==> config.mk <==
export PLATFORM = sky130hd
export DESIGN_NAME = printer_plotter_io_controller
export DESIGN_NICKNAME = d
export VERILOG_FILES = /design/src/verilog/lvctl_pkg.sv /design/src/verilog/byte_skid_fifo.sv /design/src/verilog/printer_plotter_io_controller.sv
export SDC_FILE = /design/constraint.sdc
export NUM_CORES = 1
export LEC_CHECK = 0
export BUFFER_PORTS_ARGS = -buffer_cell sky130_fd_sc_hd__buf_4
export CORE_ASPECT_RATIO = 1.25
export CORE_MARGIN = 1.5
export CORE_UTILIZATION = 60
export CTS_CLUSTER_DIAMETER = 40
export DETAILED_ROUTE_END_ITERATION = 8
export PLACE_DENSITY = 0.79
export REMOVE_ABC_BUFFERS = 1
export SETUP_SLACK_MARGIN = 0.15
export SYNTH_ARGS = -nofsm -noshare
export SYNTH_HDL_FRONTEND = slang
export SYNTH_SLANG_ARGS = --single-unit
export TNS_END_PERCENT = 50
==> constraint.sdc <==
create_clock -name ref_clk -period 3 [get_ports ref_clk]
set_clock_uncertainty 0.1 [all_clocks]
set_input_delay 0.6 -clock ref_clk [delete_from_list [all_inputs] [get_ports ref_clk]]
set_output_delay 0.6 -clock ref_clk [all_outputs]
set_load 0.05 [all_outputs]
==> src/verilog/lvctl_pkg.sv <==
// Purpose: shared constants for the printer/plotter io controller
// Assumes: 200 MHz ref_clk, processor io transfer decoded to device and op fields
// Notes: accumulator bit 11 is the least significant bit (accumulator[0])
package lvctl_pkg;
   localparam int CLK_MHZ = 200;
   localparam int STROBE_NS = 100;
   localparam int STROBE_CYC = (STROBE_NS * CLK_MHZ + 999) / 1000;
   localparam int TONER_MS = 1500;
   localparam longint TONER_CYC = longint'(TONER_MS) * longint'(CLK_MHZ) * 1000;
   localparam int LINE_COLS = 132;
   localparam int PLOT_BYTES = 128;
   // device selects of the io transfer instruction
   localparam logic [5:0] DEV_STATUS = 6'h35;
   localparam logic [5:0] DEV_PRINT = 6'h36;
   // low op digit
   localparam logic [2:0] OP_LOAD_STATUS = 3'h7;
   localparam logic [2:0] OP_SKIP_DONE = 3'h1;
   localparam logic [2:0] OP_CLEAR_DONE = 3'h2;
   localparam logic [2:0] OP_SKIP_ERROR = 3'h3;
   localparam logic [2:0] OP_LOAD_BUF = 3'h4;
   localparam logic [2:0] OP_INT_ON = 3'h5;
   localparam logic [2:0] OP_CLEAR_LOAD = 3'h6;
   localparam logic [2:0] OP_INT_OFF = 3'h7;
   // status field positions within accumulator[5:0]
   localparam int ST_MODE = 0;
   localparam int ST_MODE_EN = 1;
   localparam int ST_FORM_FEED = 2;
   localparam int ST_JOB_EJECT = 3;
   localparam int ST_BUF_CLEAR = 4;
   localparam int ST_LINE_TERM = 5;
   localparam logic MODE_RESET = 1'b0;
   // format control codes
   localparam logic [6:0] CODE_EOT = 7'h04;
   localparam logic [6:0] CODE_LF = 7'h0a;
   localparam logic [6:0] CODE_FF = 7'h0c;
   localparam logic [6:0] CODE_CR = 7'h0d;
   localparam logic [6:0] CODE_SPACE = 7'h20;
   typedef enum logic [2:0] {
      LK_IDLE = 3'b000,
      LK_STROBE = 3'b001,
      LK_WAIT_HI = 3'b010,
      LK_WAIT_LO = 3'b011,
      LK_TONER = 3'b100
   } link_state_e;
endpackage : lvctl_pkg

==> src/verilog/byte_skid_fifo.sv <==
// Purpose: two-entry buffer between the io transfer port and the printer link
// Assumes: single clock, asynchronous active-low reset
// Notes: in_ready is low only when both entries hold data
`timescale 1ns/1ps
module byte_skid_fifo #(
   parameter int W = 8
) (
   input wire logic ref_clk,
   input wire logic resetn,
   input wire logic in_valid,
   output logic in_ready,
   input wire logic [W-1:0] in_data,
   output logic out_valid,
   input wire logic out_ready,
   output logic [W-1:0] out_data
);
   typedef struct packed {
      logic [W-1:0] e0;
      logic [W-1:0] e1;
      logic [1:0] cnt;
   } fifo_s;
   fifo_s s_q, s_d;
   logic push, pop;

   assign in_ready = (s_q.cnt != 2'd2);
   assign out_valid = (s_q.cnt != 2'd0);
   assign out_data = s_q.e0;
   assign push = in_valid && in_ready;
   assign pop = out_valid && out_ready;

   always_comb begin
      s_d = s_q;
      if (pop) begin
         s_d.e0 = s_q.e1;
      end
      if (push) begin
         // entry 0 is written when empty or when it drains this cycle with one held
         if (s_q.cnt == 2'd0 || (pop && s_q.cnt == 2'd1)) begin
            s_d.e0 = in_data;
         end else begin
            s_d.e1 = in_data;
         end
      end
      s_d.cnt = s_q.cnt + {1'b0, push} - {1'b0, pop};
   end

   always_ff @(posedge ref_clk or negedge resetn) begin
      if (!resetn) begin
         s_q <= '0;
      end else begin
         s_q <= s_d;
      end
   end
endmodule : byte_skid_fifo

==> src/verilog/printer_plotter_io_controller.sv <==
// Purpose: io transfer controller driving an electrostatic printer/plotter link
// Assumes: one io transfer per iot_valid cycle; printer inputs synchronous to ref_clk
// Notes: done follows the printer ready line; toner start-up hold is timed here
`timescale 1ns/1ps
// How it works
// [RQ1] load-status copies accumulator bits 06..11 into the status register
// [RQ2] skip-on-done requests a skip when Done is 1
// [RQ3] clear-flag forces Done to 0 (code keeps Done at 1 when a completion lands in the same cycle)
// [RQ4] skip-on-error requests a skip when the ready line reads 0
// [RQ5] load-buffer sends accumulator bits 04..11; seven bits used in print mode
// [RQ6] interrupt-on sets the interrupt enable
// [RQ7] combined instruction clears Done and loads the buffer together
// [RQ8] interrupt-off clears the interrupt enable
// [RQ9] status bit 11 selects plot when 1; print mode after reset
// [RQ10] mode bit updates only when status bit 10 is written 1
// [RQ11] bit 09 commands form feed, in plot mode only
// [RQ12] bit 08 commands end-of-transmission, in plot mode only
// [RQ13] bit 07 clears buffer and returns column to margin, any mode
// [RQ14] bit 06 ends partial plot line; not in print or mode-setting instruction (code blocks it only when the instruction selects plot)
// [RQ15] done rises on ready return; printing codes wait for print end
// [RQ16] after 1.5 s without printing, done waits a further 1.5 s
// [RQ17] a started print cycle keeps the mode it began with
// [RQ18] print-mode CR with buffered data also line feeds
// [RQ19] first CR/LF after full-buffer print is ignored
// [RQ20] EOT advances paper 8 inches then to top of form
// [RQ21] ready goes high after strobe, low when next byte accepted
// [RQ22] mode line high is print, low plot; each byte latched by strobe
// [RQ23] interrupt requested while enable and Done are both set
module printer_plotter_io_controller
   import lvctl_pkg::*;
#(
   parameter int unsigned TONER_CYCLES = 32'(TONER_CYC),
   parameter int unsigned COLS = LINE_COLS,
   parameter int unsigned PLOT_COLS = PLOT_BYTES
) (
   input wire logic ref_clk,
   input wire logic resetn,
   input wire logic iot_valid,
   input wire logic [5:0] iot_dev,
   input wire logic [2:0] iot_op,
   input wire logic [11:0] accumulator,
   output logic iot_stall,
   output logic skip,
   output logic interrupt_req,
   output logic done,
   output logic [7:0] print_data,
   output logic data_strobe,
   output logic mode_line,
   input wire logic printer_ready_line,
   output logic form_feed_cmd,
   output logic plot_job_eject,
   output logic buffer_clear_cmd,
   output logic line_term_cmd
);
   typedef struct packed {
      link_state_e st;
      logic done;
      logic ie;
      logic mode;
      logic cyc_mode;
      logic suppress;
      logic prints;
      logic [7:0] col;
      logic [7:0] data;
      logic [7:0] stb_cnt;
      logic [31:0] idle_cnt;
      logic [31:0] toner_cnt;
      logic toner_hold;
      logic ff;
      logic eject;
      logic bclr;
      logic lterm;
      logic irq;
   } ctl_s;

   ctl_s s_q, s_d;
   logic dev_st, dev_pr, ld_status, load, clr_done;
   logic fifo_ready, fifo_valid, fifo_pop;
   logic [7:0] fifo_data;
   logic [5:0] st_in;
   logic mode_set_now, idle_full;

   assign st_in = accumulator[5:0]; // [RQ1]
   assign dev_st = iot_valid && (iot_dev == DEV_STATUS);
   assign dev_pr = iot_valid && (iot_dev == DEV_PRINT);
   assign ld_status = dev_st && (iot_op == OP_LOAD_STATUS);
   assign load = dev_pr && (iot_op == OP_LOAD_BUF || iot_op == OP_CLEAR_LOAD); // [RQ5] [RQ7]
   assign clr_done = dev_pr && (iot_op == OP_CLEAR_DONE || iot_op == OP_CLEAR_LOAD); // [RQ3] [RQ7]
   assign mode_set_now = ld_status && st_in[ST_MODE_EN] && st_in[ST_MODE];
   assign idle_full = (s_q.idle_cnt >= TONER_CYCLES);

   // a full buffer stalls the processor instead of dropping the byte
   assign iot_stall = load && !fifo_ready;
   assign skip = (dev_pr && iot_op == OP_SKIP_DONE && s_q.done) // [RQ2]
      || (dev_pr && iot_op == OP_SKIP_ERROR && !printer_ready_line); // [RQ4]
   assign fifo_pop = (s_q.st == LK_IDLE) && fifo_valid && !printer_ready_line;

   byte_skid_fifo #(.W(8)) u_buf (
      .ref_clk(ref_clk),
      .resetn(resetn),
      .in_valid(load),
      .in_ready(fifo_ready),
      .in_data(accumulator[7:0]), // [RQ5]
      .out_valid(fifo_valid),
      .out_ready(fifo_pop),
      .out_data(fifo_data)
   );

   always_comb begin
      logic [6:0] ch;
      logic set_done;
      ch = fifo_data[6:0];
      set_done = 1'b0;
      s_d = s_q;
      s_d.ff = 1'b0;
      s_d.eject = 1'b0;
      s_d.bclr = 1'b0;
      s_d.lterm = 1'b0;
      if (!idle_full) begin
         s_d.idle_cnt = s_q.idle_cnt + 32'd1;
      end

      if (dev_pr && iot_op == OP_INT_ON) begin
         s_d.ie = 1'b1; // [RQ6]
      end
      if (dev_pr && iot_op == OP_INT_OFF) begin
         s_d.ie = 1'b0; // [RQ8]
      end

      if (ld_status) begin
         if (st_in[ST_MODE_EN]) begin
            s_d.mode = st_in[ST_MODE]; // [RQ9] [RQ10]
         end
         s_d.ff = st_in[ST_FORM_FEED] && s_q.mode; // [RQ11]
         s_d.eject = st_in[ST_JOB_EJECT] && s_q.mode; // [RQ12]
         if (st_in[ST_BUF_CLEAR]) begin
            s_d.bclr = 1'b1; // [RQ13]
            s_d.col = 8'h00;
            s_d.suppress = 1'b0;
         end
         if (st_in[ST_LINE_TERM] && s_q.mode && !mode_set_now) begin
            s_d.lterm = 1'b1; // [RQ14]
            s_d.col = 8'h00;
         end
      end

      case (s_q.st)
         LK_IDLE: begin
            if (fifo_pop) begin
               s_d.data = s_q.mode ? fifo_data : {1'b0, ch}; // [RQ5]
               s_d.cyc_mode = s_q.mode; // [RQ17]
               s_d.prints = 1'b0;
               s_d.stb_cnt = 8'(STROBE_CYC);
               s_d.st = LK_STROBE;
               if (s_q.mode) begin
                  if (32'(s_q.col) + 32'd1 >= PLOT_COLS) begin
                     s_d.prints = 1'b1;
                     s_d.col = 8'h00;
                  end else begin
                     s_d.col = s_q.col + 8'h01;
                  end
               end else if (ch == CODE_CR || ch == CODE_LF) begin
                  if (s_q.suppress) begin
                     s_d.suppress = 1'b0; // [RQ19]
                  end else begin
                     // CR only moves paper when the line holds data
                     s_d.prints = (ch == CODE_LF) || (s_q.col != 8'h00); // [RQ18]
                     s_d.suppress = s_d.prints;
                  end
                  s_d.col = 8'h00;
               end else if (ch == CODE_FF || ch == CODE_EOT) begin
                  s_d.prints = 1'b1; // [RQ20]
                  s_d.col = 8'h00;
                  s_d.suppress = 1'b0;
               end else if (ch >= CODE_SPACE) begin
                  s_d.suppress = 1'b0;
                  if (32'(s_q.col) + 32'd1 >= COLS) begin
                     s_d.prints = 1'b1;
                     s_d.suppress = 1'b1; // [RQ19]
                     s_d.col = 8'h00;
                  end else begin
                     s_d.col = s_q.col + 8'h01;
                  end
               end
               s_d.toner_hold = s_d.prints && idle_full; // [RQ16]
            end
         end
         LK_STROBE: begin
            s_d.stb_cnt = s_q.stb_cnt - 8'h01;
            if (s_q.stb_cnt == 8'h01) begin
               s_d.st = LK_WAIT_HI;
            end
         end
         LK_WAIT_HI: begin
            if (printer_ready_line) begin
               s_d.st = LK_WAIT_LO; // [RQ21]
            end
         end
         LK_WAIT_LO: begin
            if (!printer_ready_line) begin
               // printing codes hold ready high until the print ends
               if (s_q.prints) begin
                  s_d.idle_cnt = 32'd0;
               end
               if (s_q.toner_hold) begin
                  s_d.toner_cnt = TONER_CYCLES;
                  s_d.st = LK_TONER;
               end else begin
                  set_done = 1'b1; // [RQ15]
                  s_d.st = LK_IDLE;
               end
            end
         end
         LK_TONER: begin
            s_d.idle_cnt = 32'd0;
            s_d.toner_cnt = s_q.toner_cnt - 32'd1;
            if (s_q.toner_cnt <= 32'd1) begin
               set_done = 1'b1; // [RQ16]
               s_d.toner_hold = 1'b0;
               s_d.st = LK_IDLE;
            end
         end
         default: begin
            s_d.st = LK_IDLE;
         end
      endcase

      // a completion landing with the clear keeps done set
      if (clr_done) begin
         s_d.done = 1'b0; // [RQ3]
      end
      if (set_done) begin
         s_d.done = 1'b1;
      end
      s_d.irq = s_d.ie && s_d.done; // [RQ23]
   end

   always_ff @(posedge ref_clk or negedge resetn) begin
      if (!resetn) begin
         s_q <= '0;
         s_q.st <= LK_IDLE;
         s_q.mode <= MODE_RESET; // [RQ9]
         s_q.cyc_mode <= MODE_RESET;
      end else begin
         s_q <= s_d;
      end
   end

   assign done = s_q.done;
   assign interrupt_req = s_q.irq;
   assign print_data = s_q.data;
   assign data_strobe = (s_q.st == LK_STROBE); // [RQ22]
   // hold the started cycle's mode until the link is back in idle, after any toner hold
   assign mode_line = (s_q.st == LK_IDLE) ? !s_q.mode : !s_q.cyc_mode; // [RQ17] [RQ22]
   assign form_feed_cmd = s_q.ff;
   assign plot_job_eject = s_q.eject;
   assign buffer_clear_cmd = s_q.bclr;
   assign line_term_cmd = s_q.lterm;
endmodule : printer_plotter_io_controller

Word level (Yosys, flattened, before mapping)
Cells that the tools add are included.
- flip-flop bits (word level): 121
- input bits: 25
- output and inout bits: 18
- word-level logic and storage cells: 163
- add/sub/neg operators: 7
- magnitude comparators: 5
- eq/ne operators: 26
- muxes and demuxes: 52
- bitwise operators: 1
- reduce and logical (&&, ||, !) cells: 51
- operators with widths (cell ; number):
    $pmux 64 s2 ; 1
    $mux 32 ; 3
    $mux 8 ; 9
    $mux 64 ; 1
    $add 32x1->32 const B ; 1
    $ge 32x29->1 const B ; 1
    $ge 32x8->1 const B ; 1
    $le 32x1->1 const B ; 1
    $sub 32x1->32 const B ; 1
    $mux 10 ; 3
    $mux 9 ; 3
    $mux 26 ; 1
    $logic_and 1x1->1 ; 25
    $eq 7x4->1 const B ; 3
    $mux 18 ; 1
    $mux 3 ; 6
    $mux 1 ; 17
    $mux 16 ; 1
    $pmux 8 s2 ; 1
    $eq 3x3->1 const B ; 5
    $pmux 3 s5 ; 1
    $eq 3x2->1 const B ; 4
    $eq 6x6->1 const B ; 2
    $ne 2x2->1 const B ; 5
    25 further kinds ; 45

Depth between registers and ports, before layout
- word-level depth: 18
- depth in mapped cells: 10
- gate-level depth less buffers: 8

By module
From an unflattened synthesis, not the netlist that was laid out.
- cell total of the unflattened synthesis: 716
- area, all modules: 6696.4 µm²
- by module, submodules not included (module ; times used ; cells each ; area an instance (µm²) ; sequential area each (µm²)):
    printer_plotter_io_controller ; 1 ; 651 ; 5808.1 ; 2577.5
    byte_skid_fifo ; 1 ; 65 ; 888.4 ; 450.4

Least setup slack after synthesis
No wires, ideal clock.
- kind: in2out
- start: input port iot_valid
- end: output port skip
- arrival time: 2.885 ns
- required time: 2.300 ns
- slack: -0.585 ns
- stages on the path: 3
- path buffers: 0
- path through: nand4_1 > or4b_1 > nor4b_1
- word-level cells in the longest chain between the ends: 4
- elaborated cells between the ends (all ways): 6
- those cells by class: 6 x reduce/logical
- ends and longest elaborated chain (item ; RTL line ; RTL):
    from (decl) ; printer_plotter_io_controller.sv:38 ; input wire logic iot_valid,
    $logic_and 1x1->1 (*) ; printer_plotter_io_controller.sv:85 ; assign dev_pr = iot_valid && (iot_dev == DEV_PRINT);
    $logic_and 1x1->1, on equally long branches (2 in a row) ; printer_plotter_io_controller.sv:94, printer_plotter_io_controller.sv:95 ;
    $logic_or 1x1->1 (*) ; printer_plotter_io_controller.sv:95 ; || (dev_pr && iot_op == OP_SKIP_ERROR && !printer_ready_line);
    to (decl) ; printer_plotter_io_controller.sv:43 ; output logic skip,
Mark *: on every way between the ends. The rest lies on a longest branch, timed or not.

Worst setup path after layout
- start: input port iot_valid
- end: output port iot_stall
- word-level cells in the longest chain between the ends: 3
- ends and longest elaborated chain (item ; RTL line ; RTL):
    $logic_and 1x1->1 ; printer_plotter_io_controller.sv:85 ;
    $logic_and 1x1->1 ; printer_plotter_io_controller.sv:87 ; assign load = dev_pr && (iot_op == OP_LOAD_BUF || iot_op == OP_CLEAR_LOAD);
    $logic_and 1x1->1 ; printer_plotter_io_controller.sv:93 ; assign iot_stall = load && !fifo_ready;
    to (decl) ; printer_plotter_io_controller.sv:42 ; output logic iot_stall,
No other way between the ends.

==> metrics.md <==
| Metric | Value |
|---|---|
| Run status | `completed` |
| Critical Path End Type | `primary output` |
| Primary FF master, synth | `dfrtp_1` |
| Top cells by area, synth | `dfrtp_1, nand2_1, nor2_1` |
| Die Ht | `117 um` |
| Crit path DAT | `~2100 ps` |
| Comb power frac | `between 10% and 20%` |
| TritonCTS clock tree | `built` |
| Crit path largest cell delay | `~500 ps` |
| Initial antenna violation count | `0` |
| DRC violations left | `0` |
| Placer congestion estimate | `around 0.88` |
| Die area | `roughly 0.011 sq mm` |
| # fillers | `about 760` |
| Util after Layout | `72.2%` |
| H-tree depth | `4` |
| Number of enable flip-flop cells after synthesis | `0` |
| Sw Share | `about 30%` |
| Hold_buf cts | `0` |
| Worst relative slew slack | `62.4%` |
| Total CTS buffers | `17` |
| Fmax | `0.362 GHz` |
| Final setup fails | `0` |
| GRT overflow | `0` |
| Final Worst Setup Slack | `around 240 ps` |
| Mean Syn Cell Area | `~9.4 sq um` |
| Ports | `43` |
| DRT Pass-1 Iters | `7` |
| Yosys reg bits | `121` |
| Most frequent cells in the layout | `dfrtp_1, nand2_1, nor2_1` |
| Critical-path top delay cell | `or4b_1` |
| Post-CTS setup buffers | `0` |
| Area of placed instances | `0.00662 sq mm` |
| Cell area after layout | `around 0.0073 sq mm` |
| PostCTS Resize Cnt | `0` |
| Max Cap Viol | `0` |
| Clk pwr share | `41.2%` |
| Max FO, Critical Path | `2` |
| Post-layout min period | `~2800 ps` |
| Place WS | `185 ps` |
| Post-Route WL | `13300 um` |
| Initial Util | `about 61%` |
| Unrepaired setup endpoints after global routing | `false` |
| ANT nets after route | `0` |
| P_leak | `roughly 3.2 nW` |
| Hold Crit Class | `input port to async pin` |
| Clk buf depth | `2` |
| Final period util | `just over 90%` |
| Worst-Skew Late Latency | `between 400 and 500 ps` |
| Root buf cell | `clkbuf_16` |
| Clock Sink Count | `between 100 and 150` |
| Slew Limit Fails | `0` |
| DR WL/cell | `15.8 um` |
| Vias in the first global route | `approximately 4800` |
| WP data required | `around 2300 ps` |
| Seq/Total Area, Yosys | `49.0%` |
| Syn Inst Count | `between 600 and 700` |
| Detailed placement HPWL | `8790 um` |
| Iter 0 DRT Violations | `roughly 410` |
| Max VDD drop | `approximately 0.00043 V` |
| Core footprint | `approximately 0.010 sq mm` |
| Tot Pwr | `~5.3 mW` |
| Post-layout net count | `between 700 and 800` |
| Largest area contributor in the netlist | `dfrtp_1` |
| Pint | `3.69 mW` |
| Pwr Density | `~730 mW/mm^2` |
| Buffers on Ports | `38` |
| Via Count | `5023` |
| Ys async rst share | `100%` |
| # rows | `between 40 and 50` |
| Setup TNS | `0 ps` |
| Via density | `about 6.0` |
| Share of cells above drive strength 1 | `between 15 and 20%` |
| Flop pwr share | `39.6%` |
| Startpoint types | `input port` |
| CTS clock-pin slew for the worst setup and hold paths | `60 ps` |
| Chip width | `approximately 94 um` |
| Switch Pwr | `approximately 1.6 mW` |
| Hold Fails Final Rpt | `0` |
| Mapped Area | `~0.0062 sq mm` |
| First-pass GRT wire length | `approximately 22000 um` |
| Maximum number of pins on one net before global-route repair | `40` |
| Synth warn | `0` |
| Slew @ Worst Pin | `~560 ps` |
| Synth top area share | `49.0%` |
| Global-route total usage across every layer | `~26%` |
| Syn-to-layout area delta | `17.4%` |
| R2r worst-path depth | `7` |
| Synth cell types | `62` |
| Worst-path cell chain | `buf_4, nand4_1, or4b_1, or3b_4, nor3b_2, buf_6` |
| Worst setup path class | `input port to primary output` |
| Commonest non-fill, non-tap cell in the layout | `dfrtp_1` |
| Number of antenna diodes | `0` |
-- final timing paths --
path,slack (ps),start,endpoint
hold reg to reg,380,print_data[5],print_data[5]
hold / removal,50,resetn,s_q[67]
min in group ref_clk,320,iot_op[1],s_q[98]
setup / recovery,240,iot_valid,iot_stall
max in group asynchronous,2050,resetn,s_q[57]
setup reg to reg,330,s_q[86],s_q[5]
-- metal layers --
metal	share of wire [%]	track usage (%)	vias to the layer above	wire length, um
met1	44	33.9	2475	5880
met2	51	42.5	133	6730
li1	-	-	2395	-
met4	1.6	10.1	0	219
met5	0	0	-	0
met3	3.6	5.47	20	483
-- layout make-up --
type | count | area, sq um | area share, %
inverters | 20 | 75.1 | 1.03
clock buffers | 19 | 433 | 5.96
repair buffers | 55 | 429 | 5.91
flip-flops and latches | 121 | 3030 | 41.7
well taps | 129 | 161 | 2.22
clock inverters | 13 | 201 | 2.77
multi-input cells | 487 | 2930 | 40.4
-- Yosys cell counts (11+ instances only) --
| cell type | instances |
|---|---|
| a21oi_1 | 13 |
| and3_1 | 11 |
| nor2_1 | 81 |
| inv_1 | 20 |
| o21ai_0 | 21 |
| nand4_1 | 15 |
| nand2_1 | 84 |
| a31oi_1 | 12 |
| xnor2_1 | 23 |
| xor2_1 | 28 |
| nor3_1 | 25 |
| clkbuf_1 | 25 |
| nor4_1 | 20 |
| nand3_1 | 33 |
| dfrtp_1 | 121 |
| or3_1 | 12 |
-- critical path: cells and delay by family --
| family | cells | cell delay, ps |
|---|---|---|
| buf+inv | 2 | 250 |
| simple gates | 4 | 1200 |
-- metrics by stage --
step | hold WS [ps] | instances
2_1_floorplan | 204 | 628
3_3_place_gp | 356 | 812
3_5_place_dp | 364 | 812
4_1_cts | 64.2 | 844
5_1_grt | 92.9 | 844
6_report | 54.9 | 844
-- kinds of logic after synthesis --
kind of cell | count (synthesis) | synth area share [%]
AOI/OAI and AO/OA | 84 | 8.84
xor gates and xnor gates | 51 | 7.22
adders and majority gates | 10 | 2.02
buffers and inverters | 53 | 3.70
DFF | 121 | 49.0
muxes | 14 | 2.47
and+or+nand+nor | 328 | 26.8
-- power groups by stage --
stage          Sequential [mW]  Clock, mW  Combinational [mW]
2_1_floorplan             2.15          0               0.599
4_1_cts                   2.09       2.21                1.02
6_report                  2.10       2.19                1.02
3_5_place_dp              2.11          0                1.00
5_1_grt                   2.13       2.29                1.14
3_3_place_gp              2.09          0               0.946
-- state kept, by name, indices dropped and copies added, names as in the netlist --
signal / cells
buffer_clear_cmd: 1
done: 1
form_feed_cmd: 1
interrupt_req: 1
line_term_cmd: 1
plot_job_eject: 1
print_data: 8
s_q: 89
u_buf.out_data: 8
u_buf.s_q: 10
No activity file was read; power rests on OpenSTA's default activity.
